File: src/pkg/hdlc_irq_regs.vh
`ifndef HDLC_IRQ_REGS_VH
`define HDLC_IRQ_REGS_VH
// Byte offsets of the register map
`define TOP_STATUS_OFS 8'h00
`define TOP_MASK_OFS 8'h04
`define DPRI_OFS 8'h08
`define DMASK_OFS 8'h0c
`define DEXT_OFS 8'h10
`define CIR_OFS 8'h14
`define DCMD_OFS 8'h18
`define DMODE_OFS 8'h1c
`define BCH_BASE 8'h40
`define BCH_STRIDE 8'h20
`define B_PRI_OFS 8'h00
`define B_MASK_OFS 8'h04
`define B_EXT_OFS 8'h08
`define B_CFG_OFS 8'h0c
`define B_CMD_OFS 8'h10
`define B_INFO_OFS 8'h14
// Top-level status bit positions
`define TOP_IDC 5
`define TOP_EXD 4
`define TOP_ICA 3
`define TOP_EXA 2
`define TOP_ICB 1
`define TOP_EXB 0
// Primary status bits, both channel kinds
`define PRI_RME 7
`define PRI_RPF 6
`define PRI_RSC 5
`define PRI_XPR 4
`define PRI_TIN 3
`define PRI_CIC 2
`define PRI_TIN2 1
// Extended status bits
`define EXT_XMR 7
`define EXT_XDU 6
`define EXT_PCE 5
`define EXT_RFO 4
`define EXT_RFS 3
// Config and command bits
`define CFG_RIE 0
`define CFG_ADDR_MODE 1
`define CMD_TRANSMITTER_RESET_CMD 0
`define CMD_XTF 1
`define CMD_XME 2
`define DCMD_RMC 0
`define DMODE_AUTO 0
// Reset values
`define TOP_MASK_RST 8'h00
`define MASK_RST 8'h00
`define CFG_RST 8'h00
// Sizes and counts
`define B_POOL_BYTES 7'h40
`define RFS_DELAY_BYTES 2'h2
`define D_POOLS 2'h2
`define RESP_OKAY 2'b00
`define RESP_SLVERR 2'b10
`endif

File: src/logic/hdlc_channel_interrupt_status.v
// Function
// - B-channel primary flag with its mask bit set raises no interrupt
// - B receive-pool-full sets when 64 bytes held and frame still open
// - B receive-message-end sets after CRC and closing flag of frame end
// - B receive-overflow sets when FIFO full and new frame starts
// - B receive-frame-start only raised while its enable bit is set
// - Frame-start after address check, or two bytes after opening flag
// - Header, address and status low bits held valid after frame-start
// - B transmit-pool-ready on empty pool or transmitter reset, not on transparent transfer
// - After end-of-message, pool-ready once frame fully shifted out
// - B transmit-repeat flag set when last frame must be resent
// - B transmit underrun when FIFO drained without end-of-message
// - Reading D primary clears all unmasked bits but C/I change; C/I read clears that
// - Reading D extended clears it and its top-level indication
// - Masked D events stay pending, hidden from reads except C/I change, appear when unmasked
// - Masked D-extended indication neither sets nor interrupts
// - C/I change sets while masked but raises no interrupt
// - D receive storage is two 32-byte pools under FIFO control
// - Host reads 32 octets on pool-full then issues receive-memory-clear
// - Host reads byte count and status on message-end, then memory-clear
// - D receive-overflow when a whole frame is lost for lack of space
// - D protocol-error flagged only in automatic mode
// - All D causes, C/I change included, shown in D status registers
// - Interrupt output low until all unmasked pending sources cleared
// - Top-level bits 5-0 point at D, A and B primary and extended
// - Clearing a lower-level source clears its top-level indication
`include "hdlc_irq_regs.vh"
`timescale 1ns/1ps
`default_nettype none
module hdlc_channel_interrupt_status #(
  parameter NUM_BCH = 2
) (
  input wire aclk,
  input wire aresetn,
  input wire [7:0] s_axi_awaddr,
  input wire s_axi_awvalid,
  output reg s_axi_awready,
  input wire [31:0] s_axi_wdata,
  input wire [3:0] s_axi_wstrb,
  input wire s_axi_wvalid,
  output reg s_axi_wready,
  output reg [1:0] s_axi_bresp,
  output reg s_axi_bvalid,
  input wire s_axi_bready,
  input wire [7:0] s_axi_araddr,
  input wire s_axi_arvalid,
  output reg s_axi_arready,
  output reg [31:0] s_axi_rdata,
  output reg [1:0] s_axi_rresp,
  output reg s_axi_rvalid,
  input wire s_axi_rready,
  input wire [7*NUM_BCH-1:0] b_rx_level,
  input wire [NUM_BCH-1:0] b_rx_frame_end,
  input wire [NUM_BCH-1:0] b_rx_frame_begin,
  input wire [NUM_BCH-1:0] b_rx_addr_ok,
  input wire [NUM_BCH-1:0] b_rx_open_flag,
  input wire [NUM_BCH-1:0] b_rx_byte,
  input wire [8*NUM_BCH-1:0] b_rx_header,
  input wire [8*NUM_BCH-1:0] b_rx_addr,
  input wire [4*NUM_BCH-1:0] b_rx_status,
  input wire [NUM_BCH-1:0] b_tx_pool_empty,
  input wire [NUM_BCH-1:0] b_tx_frame_done,
  input wire [NUM_BCH-1:0] b_tx_repeat,
  input wire [NUM_BCH-1:0] b_tx_fifo_drained,
  input wire d_rx_pool_filled,
  input wire d_rx_frame_end,
  input wire d_rx_frame_begin,
  input wire [7:0] d_pri_event,
  input wire [7:0] d_ext_event,
  input wire d_nr_error,
  input wire d_ci_change,
  output reg [NUM_BCH-1:0] b_tx_reset,
  output reg [NUM_BCH-1:0] b_tx_transparent,
  output reg [NUM_BCH-1:0] b_tx_msg_end,
  output reg d_rx_pool_release,
  output reg irq_n
);

  ////////////////////////////////////////////////////////////////////////////
  // Bus slave
  reg aw_got_r;
  reg w_got_r;
  reg [7:0] waddr_r;
  reg [7:0] wbyte_r;
  reg wlane_r;
  wire wr_go = aw_got_r && w_got_r && !s_axi_bvalid;
  wire rd_go = s_axi_arvalid && s_axi_arready;
  wire [7:0] raddr = s_axi_araddr;
  wire wr_mapped;
  function hit;
    input [7:0] a;
    input [7:0] ofs;
    begin
      hit = (a[7:2] == ofs[7:2]);
    end
  endfunction
  function bch_hit;
    input [7:0] a;
    input integer ch;
    input [7:0] ofs;
    reg [7:0] base;
    begin
      base = `BCH_BASE + ch[2:0] * `BCH_STRIDE + ofs;
      bch_hit = hit(a, base);
    end
  endfunction

  always @(posedge aclk) begin
    if (!aresetn) begin
      aw_got_r <= 1'b0;
      w_got_r <= 1'b0;
      waddr_r <= 8'h00;
      wbyte_r <= 8'h00;
      wlane_r <= 1'b0;
      s_axi_awready <= 1'b0;
      s_axi_wready <= 1'b0;
      s_axi_bvalid <= 1'b0;
      s_axi_bresp <= `RESP_OKAY;
    end else begin
      s_axi_awready <= !aw_got_r && !(s_axi_awvalid && s_axi_awready) && !s_axi_bvalid;
      s_axi_wready <= !w_got_r && !(s_axi_wvalid && s_axi_wready) && !s_axi_bvalid;
      if (s_axi_awvalid && s_axi_awready) begin
        aw_got_r <= 1'b1;
        waddr_r <= s_axi_awaddr;
      end
      if (s_axi_wvalid && s_axi_wready) begin
        w_got_r <= 1'b1;
        wbyte_r <= s_axi_wdata[7:0];
        wlane_r <= s_axi_wstrb[0];
      end
      if (wr_go) begin
        aw_got_r <= 1'b0;
        w_got_r <= 1'b0;
        s_axi_bvalid <= 1'b1;
        s_axi_bresp <= wr_mapped ? `RESP_OKAY : `RESP_SLVERR;
      end else if (s_axi_bvalid && s_axi_bready) begin
        s_axi_bvalid <= 1'b0;
      end
    end
  end
  wire wr_en = wr_go && wlane_r;
  ////////////////////////////////////////////////////////////////////////////
  // B channels
  wire [8*NUM_BCH-1:0] bpri_all;
  wire [8*NUM_BCH-1:0] bmask_all;
  wire [8*NUM_BCH-1:0] bext_all;
  wire [8*NUM_BCH-1:0] bcfg_all;
  wire [32*NUM_BCH-1:0] binfo_all;
  wire [NUM_BCH-1:0] bmap_w;
  wire [NUM_BCH-1:0] bmap_r;

  genvar g;
  generate
    for (g = 0; g < NUM_BCH; g = g + 1) begin : bch
      reg [7:0] pri_r;
      reg [7:0] mask_r;
      reg [7:0] ext_r;
      reg [7:0] cfg_r;
      reg [6:0] lvl_prev_r;
      reg [1:0] flag_cnt_r;
      reg flag_run_r;
      reg xme_r;
      reg [7:0] hdr_r;
      reg [7:0] adr_r;
      reg [3:0] sta_r;
      wire [6:0] lvl = b_rx_level[7*g +: 7];
      wire fend = b_rx_frame_end[g];
      wire cmd_wr = wr_en && bch_hit(waddr_r, g, `B_CMD_OFS);
      wire transmitter_reset_cmd = cmd_wr && wbyte_r[`CMD_TRANSMITTER_RESET_CMD];
      wire end_of_message_cmd = cmd_wr && wbyte_r[`CMD_XME];
      wire start_seen = cfg_r[`CFG_ADDR_MODE] ? b_rx_addr_ok[g] :
                        (flag_run_r && b_rx_byte[g] && flag_cnt_r == `RFS_DELAY_BYTES - 2'h1);
      wire receive_frame_start = start_seen && cfg_r[`CFG_RIE];
      reg [7:0] pset;
      reg [7:0] eset;
      always @* begin
        pset = 8'h00;
        eset = 8'h00;
        pset[`PRI_RPF] = lvl == `B_POOL_BYTES && lvl_prev_r != `B_POOL_BYTES && !fend;
        pset[`PRI_RME] = fend;
        pset[`PRI_XPR] = b_tx_pool_empty[g] || transmitter_reset_cmd || (b_tx_frame_done[g] && xme_r);
        eset[`EXT_RFO] = lvl == `B_POOL_BYTES && b_rx_frame_begin[g];
        eset[`EXT_RFS] = receive_frame_start;
        eset[`EXT_XMR] = b_tx_repeat[g];
        eset[`EXT_XDU] = b_tx_fifo_drained[g] && !xme_r;
      end
      wire pclr = rd_go && bch_hit(raddr, g, `B_PRI_OFS);
      wire eclr = rd_go && bch_hit(raddr, g, `B_EXT_OFS);
      always @(posedge aclk) begin
        if (!aresetn) begin
          pri_r <= 8'h00;
          ext_r <= 8'h00;
          mask_r <= `MASK_RST;
          cfg_r <= `CFG_RST;
          lvl_prev_r <= 7'h00;
          flag_cnt_r <= 2'h0;
          flag_run_r <= 1'b0;
          xme_r <= 1'b0;
          hdr_r <= 8'h00;
          adr_r <= 8'h00;
          sta_r <= 4'h0;
        end else begin
          // Sets win over a clearing read in the same cycle
          pri_r <= (pclr ? 8'h00 : pri_r) | pset;
          ext_r <= (eclr ? 8'h00 : ext_r) | eset;
          lvl_prev_r <= lvl;
          if (wr_en && bch_hit(waddr_r, g, `B_MASK_OFS))
            mask_r <= wbyte_r;
          if (wr_en && bch_hit(waddr_r, g, `B_CFG_OFS))
            cfg_r <= wbyte_r;
          if (b_rx_open_flag[g]) begin
            flag_run_r <= 1'b1;
            flag_cnt_r <= 2'h0;
          end else if (flag_run_r && b_rx_byte[g]) begin
            flag_cnt_r <= flag_cnt_r + 2'h1;
            if (flag_cnt_r == `RFS_DELAY_BYTES - 2'h1)
              flag_run_r <= 1'b0;
          end
          if (transmitter_reset_cmd || b_tx_frame_done[g])
            xme_r <= 1'b0;
          else if (end_of_message_cmd)
            xme_r <= 1'b1;
          if (start_seen) begin
            hdr_r <= b_rx_header[8*g +: 8];
            adr_r <= b_rx_addr[8*g +: 8];
            sta_r <= b_rx_status[4*g +: 4];
          end
        end
      end
      assign bpri_all[8*g +: 8] = pri_r;
      assign bmask_all[8*g +: 8] = mask_r;
      assign bext_all[8*g +: 8] = ext_r;
      assign bcfg_all[8*g +: 8] = cfg_r;
      assign binfo_all[32*g +: 32] = {12'h000, sta_r, adr_r, hdr_r};
      assign bmap_w[g] = bch_hit(waddr_r, g, `B_MASK_OFS) || bch_hit(waddr_r, g, `B_CFG_OFS) ||
                         bch_hit(waddr_r, g, `B_CMD_OFS);
      assign bmap_r[g] = bch_hit(raddr, g, `B_PRI_OFS) || bch_hit(raddr, g, `B_MASK_OFS) ||
                         bch_hit(raddr, g, `B_EXT_OFS) || bch_hit(raddr, g, `B_CFG_OFS) ||
                         bch_hit(raddr, g, `B_INFO_OFS);
      always @(posedge aclk) begin
        if (!aresetn) begin
          b_tx_reset[g] <= 1'b0;
          b_tx_transparent[g] <= 1'b0;
          b_tx_msg_end[g] <= 1'b0;
        end else begin
          b_tx_reset[g] <= transmitter_reset_cmd;
          b_tx_transparent[g] <= cmd_wr && wbyte_r[`CMD_XTF];
          b_tx_msg_end[g] <= end_of_message_cmd;
        end
      end
    end
  endgenerate

  ////////////////////////////////////////////////////////////////////////////
  // D channel
  reg [7:0] dpend_r;
  reg [7:0] dmask_r;
  reg [7:0] dext_r;
  reg [7:0] top_mask_r;
  reg [7:0] dmode_r;
  reg [1:0] pools_used_r;
  wire pool_free = pools_used_r != `D_POOLS;
  wire receive_memory_clear_cmd = wr_en && hit(waddr_r, `DCMD_OFS) && wbyte_r[`DCMD_RMC];
  wire dpri_rd = rd_go && hit(raddr, `DPRI_OFS);
  wire dext_rd = rd_go && hit(raddr, `DEXT_OFS);
  wire cir_rd = rd_go && hit(raddr, `CIR_OFS);
  wire [7:0] dvis = dpend_r & ~dmask_r;
  wire [7:0] dshow = dvis | (dpend_r & (8'h01 << `PRI_CIC));
  reg [7:0] dset;
  reg [7:0] dxset;
  reg [7:0] dclr;
  reg [1:0] pools_nxt;
  always @* begin
    dset = d_pri_event & ~((8'h01 << `PRI_RME) | (8'h01 << `PRI_RPF) | (8'h01 << `PRI_CIC));
    dset[`PRI_RPF] = d_rx_pool_filled && pool_free;
    dset[`PRI_RME] = d_rx_frame_end && pool_free;
    dset[`PRI_CIC] = d_ci_change;
    dxset = d_ext_event & ~((8'h01 << `EXT_PCE) | (8'h01 << `EXT_RFO));
    dxset[`EXT_PCE] = d_nr_error && dmode_r[`DMODE_AUTO];
    dxset[`EXT_RFO] = d_rx_frame_begin && !pool_free;
    // Primary read clears only unmasked bits, never the C/I change; C/I read clears that
    dclr = 8'h00;
    if (dpri_rd)
      dclr = dvis & ~(8'h01 << `PRI_CIC);
    if (cir_rd)
      dclr[`PRI_CIC] = 1'b1;
    pools_nxt = pools_used_r;
    if ((dset[`PRI_RPF] || dset[`PRI_RME]) && !receive_memory_clear_cmd)
      pools_nxt = pools_used_r + 2'h1;
    else if (receive_memory_clear_cmd && !(dset[`PRI_RPF] || dset[`PRI_RME]) && pools_used_r != 2'h0)
      pools_nxt = pools_used_r - 2'h1;
  end
  always @(posedge aclk) begin
    if (!aresetn) begin
      dpend_r <= 8'h00;
      dext_r <= 8'h00;
      dmask_r <= `MASK_RST;
      top_mask_r <= `TOP_MASK_RST;
      dmode_r <= `CFG_RST;
      pools_used_r <= 2'h0;
      d_rx_pool_release <= 1'b0;
    end else begin
      dpend_r <= (dpend_r & ~dclr) | dset;
      dext_r <= (dext_rd ? 8'h00 : dext_r) | dxset;
      pools_used_r <= pools_nxt;
      d_rx_pool_release <= receive_memory_clear_cmd;
      if (wr_en && hit(waddr_r, `DMASK_OFS))
        dmask_r <= wbyte_r;
      if (wr_en && hit(waddr_r, `TOP_MASK_OFS))
        top_mask_r <= wbyte_r;
      if (wr_en && hit(waddr_r, `DMODE_OFS))
        dmode_r <= wbyte_r;
    end
  end

  ////////////////////////////////////////////////////////////////////////////
  // Top-level status and interrupt
  reg [7:0] top_stat;
  always @* begin
    top_stat = 8'h00;
    // Indications follow their sources, so clearing below clears here
    top_stat[`TOP_IDC] = |(dvis & ~(8'h01 << `PRI_CIC)) || (dvis[`PRI_CIC]);
    top_stat[`TOP_EXD] = |dext_r && !top_mask_r[`TOP_EXD];
    top_stat[`TOP_ICA] = |(bpri_all[7:0] & ~bmask_all[7:0]);
    top_stat[`TOP_EXA] = |bext_all[7:0];
    if (NUM_BCH > 1) begin
      top_stat[`TOP_ICB] = |(bpri_all[15:8] & ~bmask_all[15:8]);
      top_stat[`TOP_EXB] = |bext_all[15:8];
    end
  end
  wire irq_now = |(top_stat & ~top_mask_r);
  always @(posedge aclk) begin
    if (!aresetn)
      irq_n <= 1'b1;
    else
      irq_n <= !irq_now;
  end

  ////////////////////////////////////////////////////////////////////////////
  // Read path
  assign wr_mapped = hit(waddr_r, `TOP_MASK_OFS) || hit(waddr_r, `DMASK_OFS) ||
                   hit(waddr_r, `DCMD_OFS) || hit(waddr_r, `DMODE_OFS) || |bmap_w;
  reg [31:0] rd_mux;
  reg rd_ok;
  integer i;
  always @* begin
    rd_mux = 32'h0000_0000;
    rd_ok = 1'b1;
    if (hit(raddr, `TOP_STATUS_OFS))
      rd_mux[7:0] = top_stat;
    else if (hit(raddr, `TOP_MASK_OFS))
      rd_mux[7:0] = top_mask_r;
    else if (hit(raddr, `DPRI_OFS))
      rd_mux[7:0] = dshow;
    else if (hit(raddr, `DMASK_OFS))
      rd_mux[7:0] = dmask_r;
    else if (hit(raddr, `DEXT_OFS))
      rd_mux[7:0] = dext_r;
    else if (hit(raddr, `CIR_OFS))
      rd_mux[`PRI_CIC] = dpend_r[`PRI_CIC];
    else if (hit(raddr, `DMODE_OFS))
      rd_mux[7:0] = dmode_r;
    else if (!(|bmap_r))
      rd_ok = 1'b0;
    for (i = 0; i < NUM_BCH; i = i + 1) begin
      if (bch_hit(raddr, i, `B_PRI_OFS))
        rd_mux[7:0] = bpri_all[8*i +: 8];
      if (bch_hit(raddr, i, `B_MASK_OFS))
        rd_mux[7:0] = bmask_all[8*i +: 8];
      if (bch_hit(raddr, i, `B_EXT_OFS))
        rd_mux[7:0] = bext_all[8*i +: 8];
      if (bch_hit(raddr, i, `B_CFG_OFS))
        rd_mux[7:0] = bcfg_all[8*i +: 8];
      if (bch_hit(raddr, i, `B_INFO_OFS))
        rd_mux = binfo_all[32*i +: 32];
    end
  end
  always @(posedge aclk) begin
    if (!aresetn) begin
      s_axi_arready <= 1'b0;
      s_axi_rvalid <= 1'b0;
      s_axi_rdata <= 32'h0000_0000;
      s_axi_rresp <= `RESP_OKAY;
    end else begin
      s_axi_arready <= !s_axi_rvalid && !rd_go;
      if (rd_go) begin
        s_axi_rvalid <= 1'b1;
        s_axi_rdata <= rd_mux;
        s_axi_rresp <= rd_ok ? `RESP_OKAY : `RESP_SLVERR;
      end else if (s_axi_rvalid && s_axi_rready) begin
        s_axi_rvalid <= 1'b0;
      end
    end
  end

endmodule // hdlc_channel_interrupt_status
`default_nettype wire

File: config.mk
export PLATFORM = sky130hd
export DESIGN_NAME = hdlc_channel_interrupt_status
export DESIGN_NICKNAME = d
export VERILOG_FILES = /design/src/logic/hdlc_channel_interrupt_status.v
export VERILOG_INCLUDE_DIRS = /design/src /design/src/pkg
export SDC_FILE = /design/constraint.sdc
export NUM_CORES = 1
export LEC_CHECK = 0
export ABC_CLOCK_PERIOD_IN_PS = 2000
export BUFFER_PORTS_ARGS = -buffer_cell sky130_fd_sc_hd__buf_2
export CAP_MARGIN = 10
export CORE_UTILIZATION = 49
export CTS_CLUSTER_DIAMETER = 100
export DETAILED_ROUTE_END_ITERATION = 10
export GPL_TIMING_DRIVEN = 0
export PLACE_DENSITY = 0.8
export SLEW_MARGIN = 10
export SYNTH_ARGS = -nofsm -noshare
export SYNTH_HDL_FRONTEND = slang
export SYNTH_SLANG_ARGS = --single-unit
File: constraint.sdc
create_clock -name aclk -period 2 [get_ports aclk]
set_input_delay 0.4 -clock aclk [delete_from_list [all_inputs] [get_ports aclk]]
set_output_delay 0.4 -clock aclk [all_outputs]
set_load 0.05 [all_outputs]
==> results by stage <==
Timing:
- Across the routed clock network, the largest skew measured is 0.008697 ns.
- The worst slew margin relative to its limit is 52.99%.
- For this run, the top clock speed supported by timing is 511.1 MHz.
- The post-route minimum period is around 2.0 ns.
- The post-route clock period utilization is a little over nine tenths.
- The slew at the pin with the worst max-slew slack is 0.7052 ns.
- The number of failing setup endpoints in the final timing report is 0.
- The final count of hold timing violations is 0.
- Setup repair after global routing could not meet its margin everywhere.
- The number of pins exceeding their max-slew limit in the final report is 0.

Run:
- The tool flagged a number of max-cap violations equal to 0.

Routing:
- The number of iterations in the first detailed-routing pass is 10.
- The remaining number of nets flagged by the antenna check after routing is 0.
- The wire length reported by the detailed router is 27.31 mm.
- The number of DRC markers in iteration 0 is 700.
- The routed layout has 8260 vias.
- In the routed design, unresolved DRC markers number 22.
- The final routed wire length divided by cell count is 18.60 um.
- The number of vias per cell is 5.627.

Floorplanning:
- The die covers 0.01914 mm^2.
- Pin placement for this block handled around 200 I/O pins.
- The vertical extent of the die is between 100 and 150 um.
- In this run the standard cell core region covers 0.01809 mm^2.
- The initial utilization of the core area, before any placement, comes to a little over 50%.
- The width of the die is 138.3 um.
- The number of placement rows is 49.

Critical path:
- The worst setup path is launched from an input pin.
- The peak fanout along the critical path is 10.
- Data arrives at the worst endpoint at approximately 2.3 ns.
- In this design, the largest share of critical-path delay is due to buffers and inverters.
- The cell that appears most often on the critical path is buf_2.
- The largest single stage delay on the critical path is 0.48 ns.
- The worst setup path is of the input pin to flip-flop kind.
- The critical path buffer and inverter count is 3.
- The endpoint type of the worst setup path is a flip-flop.
- The critical path data required time is ~2.4 ns.
- The signal on the critical path passes through buf_2, buf_2, clkbuf_4, mux2i_1, o21ai_0, a221oi_1, a21oi_1.
- The slowest stage of the critical path is the a221oi_1 cell.

Placement:
- Summing all placed instances gives a cell area of between 0.01 and 0.015 mm^2.
- The routability congestion estimate is 0.9637.
- After legalization and detailed placement, the total HPWL measured between 20 and 25 mm.
- The number of placed cells counting well taps is approximately 1.4k.
- Port buffering added between 100 and 150 buffers.

Outcome:
- The flow ran to the end, but the final reports show violations.
- The checks that failed: design-rule violations.

Min path:
- The worst hold path belongs to the class input pin to flip-flop.

Yosys:
- The post-synthesis sequential area ratio is 44.40%.
- The synthesized netlist cell count is 1036.
- The synthesized area divided by synthesized cell count is 8.791 um^2.
- For this run, the number of Yosys warnings is 0.
- Ranked by total cell area, the synthesized netlist is headed by dfxtp_1, mux2i_1, nand2_1.
- The cell taking the most area after synthesis is dfxtp_1.
- The async set-reset flop share out of synthesis is 0%.
- The register bit count reported by yosys is roughly 200.
- The number of unique standard cell types used by synthesis is roughly 70.
- The share of synthesized area in the top cell type comes to 44.40%.
- The most used flip-flop cell after synthesis is dfxtp_1.
- The cell area that synthesis handed to floorplanning was 0.009107 mm^2.
- The number of enable flip-flop cells after synthesis is 0.

Finish:
- For this run, the post-layout net count is 1379.
- The top cell types in the final layout, fill and taps aside, are dfxtp_1, buf_2, nand2_1.
- The final instance count without filler cells is 1468.
- The layout has 1562 filler cells.
- The repair_antennas step left the layout with diodes totalling 0.
- Relative to the synthesized area, the layout overhead comes to 21.47%.
- The most common cell after layout, fill and taps aside is dfxtp_1.
- After routing the design area is 0.01106 mm^2.
- The post-route netlist has 19.85% of its cells at a drive strength greater than 1.

GRT:
- The number of antenna violations at the first check in global routing is 0.
- The first-pass GRT wire length is 42.18 mm.
- The number of global-route vias before repair is 7801.
- After global routing the overflow that remains totals 0.
- The all-layer global routing usage is 28.02%.
- Entering global routing, the biggest net connects 14 pins.

Clock tree:
- The clock passes through at most 3 buffers.
- The CTS tree is yes.
- At the later pin of the worst-skew pair, clock insertion delay measures 0.49 ns.
- The clock root buffer is clkbuf_16.
- In this run the number of H-tree levels came out at 1.
- In this run, CTS created clock tree buffers numbering 21.
- For this design, the CTS-stage hold fixing added 0 buffers.
- The clock input transition at the sequential cells of the worst setup and hold paths is approximately 0.06 ns.
- The number of clock sinks seen by CTS is 202.

Power and ir drop:
- The overall power of the completed layout is 9080 uW.
- The power density normalized to cell area is 820.7 mW/mm^2.
- VDD sags by at most approximately 0.6 mV.
- Summed over all cells, the static leakage comes to 0.004334 uW.
## final timing paths
path                                start  depth (start not counted)  slack [ns]                     endpoint
setup / recovery          s_axi_araddr[3]                          7        0.04  s_axi_rdata[1]$_SDFFE_PN0P_
hold reg to reg     aw_got_r$_SDFFE_PP0P_                          1        0.43     s_axi_awready$_SDFF_PN0_
hold / removal         b_tx_frame_done[1]                          2        0.08    bch[1].xme_r$_SDFFE_PP0P_
setup reg to reg  dmask_r[4]$_SDFFE_PN0P_                          6        0.08  s_axi_rdata[5]$_SDFFE_PN0P_
## worst reg2reg max path, stage by stage, from the launching register on
cell and delay, ns:
dfxtp_1 0.44, nand2b_1 0.20, o2111ai_1 0.11, or4_1 0.44, mux2_2 0.30, o22ai_2 0.19
a21oi_1 0.11
## logic make-up (layout without fill, tap and decap cells)
family / Yosys count / count (layout) / synth area share (%)
compound gates: 242 / 242 / 17.63
xor+xnor: 3 / 3 / 0.2886
fa+ha+maj: 2 / 2 / 0.2747
buf+inv: 103 / 293 / 5.056
flops: 202 / 202 / 44.40
mux: 86 / 86 / 9.630
other cells: 1 / 14 / 0.04117
simple gates: 397 / 397 / 22.68
## metal layers
layer  track usage [%]  up-vias  wire length [um]
li1                  -     3979                 -
met1             38.46     3890             12000
met2             44.06      334             12320
met3             4.711       57              2186
met4             10.76        0               811
met5                 0        -                 0
## final cells by class
type | count | area [um^2] | share of cell area, %
clock buffers | 35 | 688.2 | 6.220
well taps | 229 | 286.5 | 2.590
multi-input cells | 744 | 4715 | 42.61
flip-flops and latches | 202 | 4050 | 36.61
repair buffers | 155 | 820.8 | 7.419
plain buffers | 80 | 389.1 | 3.517
clock inverters | 2 | 35.03 | 0.3167
inverters | 21 | 78.83 | 0.7125
## stage by stage
step | setup WS [ns] | utilization (%) | setup TNS, ns | hold WS, ns
after floorplan | 0.06697 | - | 0 | 0.4233
after global placement | -0.5926 | 56.29 | -15.73 | 0.4344
after detailed placement | -0.6267 | 56.29 | -15.91 | 0.4388
after CTS | -0.03869 | 60.57 | -0.5132 | 0.07615
after global routing | -0.03954 | 61.17 | -0.1047 | 0.08637
final | 0.04332 | 61.17 | 0 | 0.08179
## registers in the layout, summed over array words and instances, names as in the netlist, 4 cells and up
name            cells
dpend_r             8
bch.pri_r           6
bch.ext_r           8
dext_r              8
top_mask_r          8
bch.flag_cnt_r      4
bch.lvl_prev_r     14
bch.cfg_r          16
dmode_r             8
bch.mask_r         16
bch.hdr_r          16
waddr_r             6
wbyte_r             8
s_axi_rdata        20
dmask_r             8
bch.adr_r          16
bch.sta_r           8
## power by group
part           switching, uW  internal [uW]
Clock                   1560           2460
Combinational            537            329
Sequential              77.0           4120
Total                   2170           6910
## timing repair
| item | in CTS | in global routing |
|---|---|---|
| setup endpoints to repair | 35 | 80 |
| cloned | 0 | 0 |
| buffers inserted | 3 | 5 |
| pin swaps | 1 | 3 |
| resized for setup | 9 | 25 |
## synth_stat cells (all sizes together), types with 13 or more instances
cell and instances:
buf 32, nand3 22, o22ai 14, nand2 154
and2 24, a21boi 59, nor2 36, a21oi 41
clkbuf 50, o21a 13, dfxtp 202, nor2b 91
inv 21, mux2i 82, o21ai 55
No activity file was read; power rests on OpenSTA's default activity.
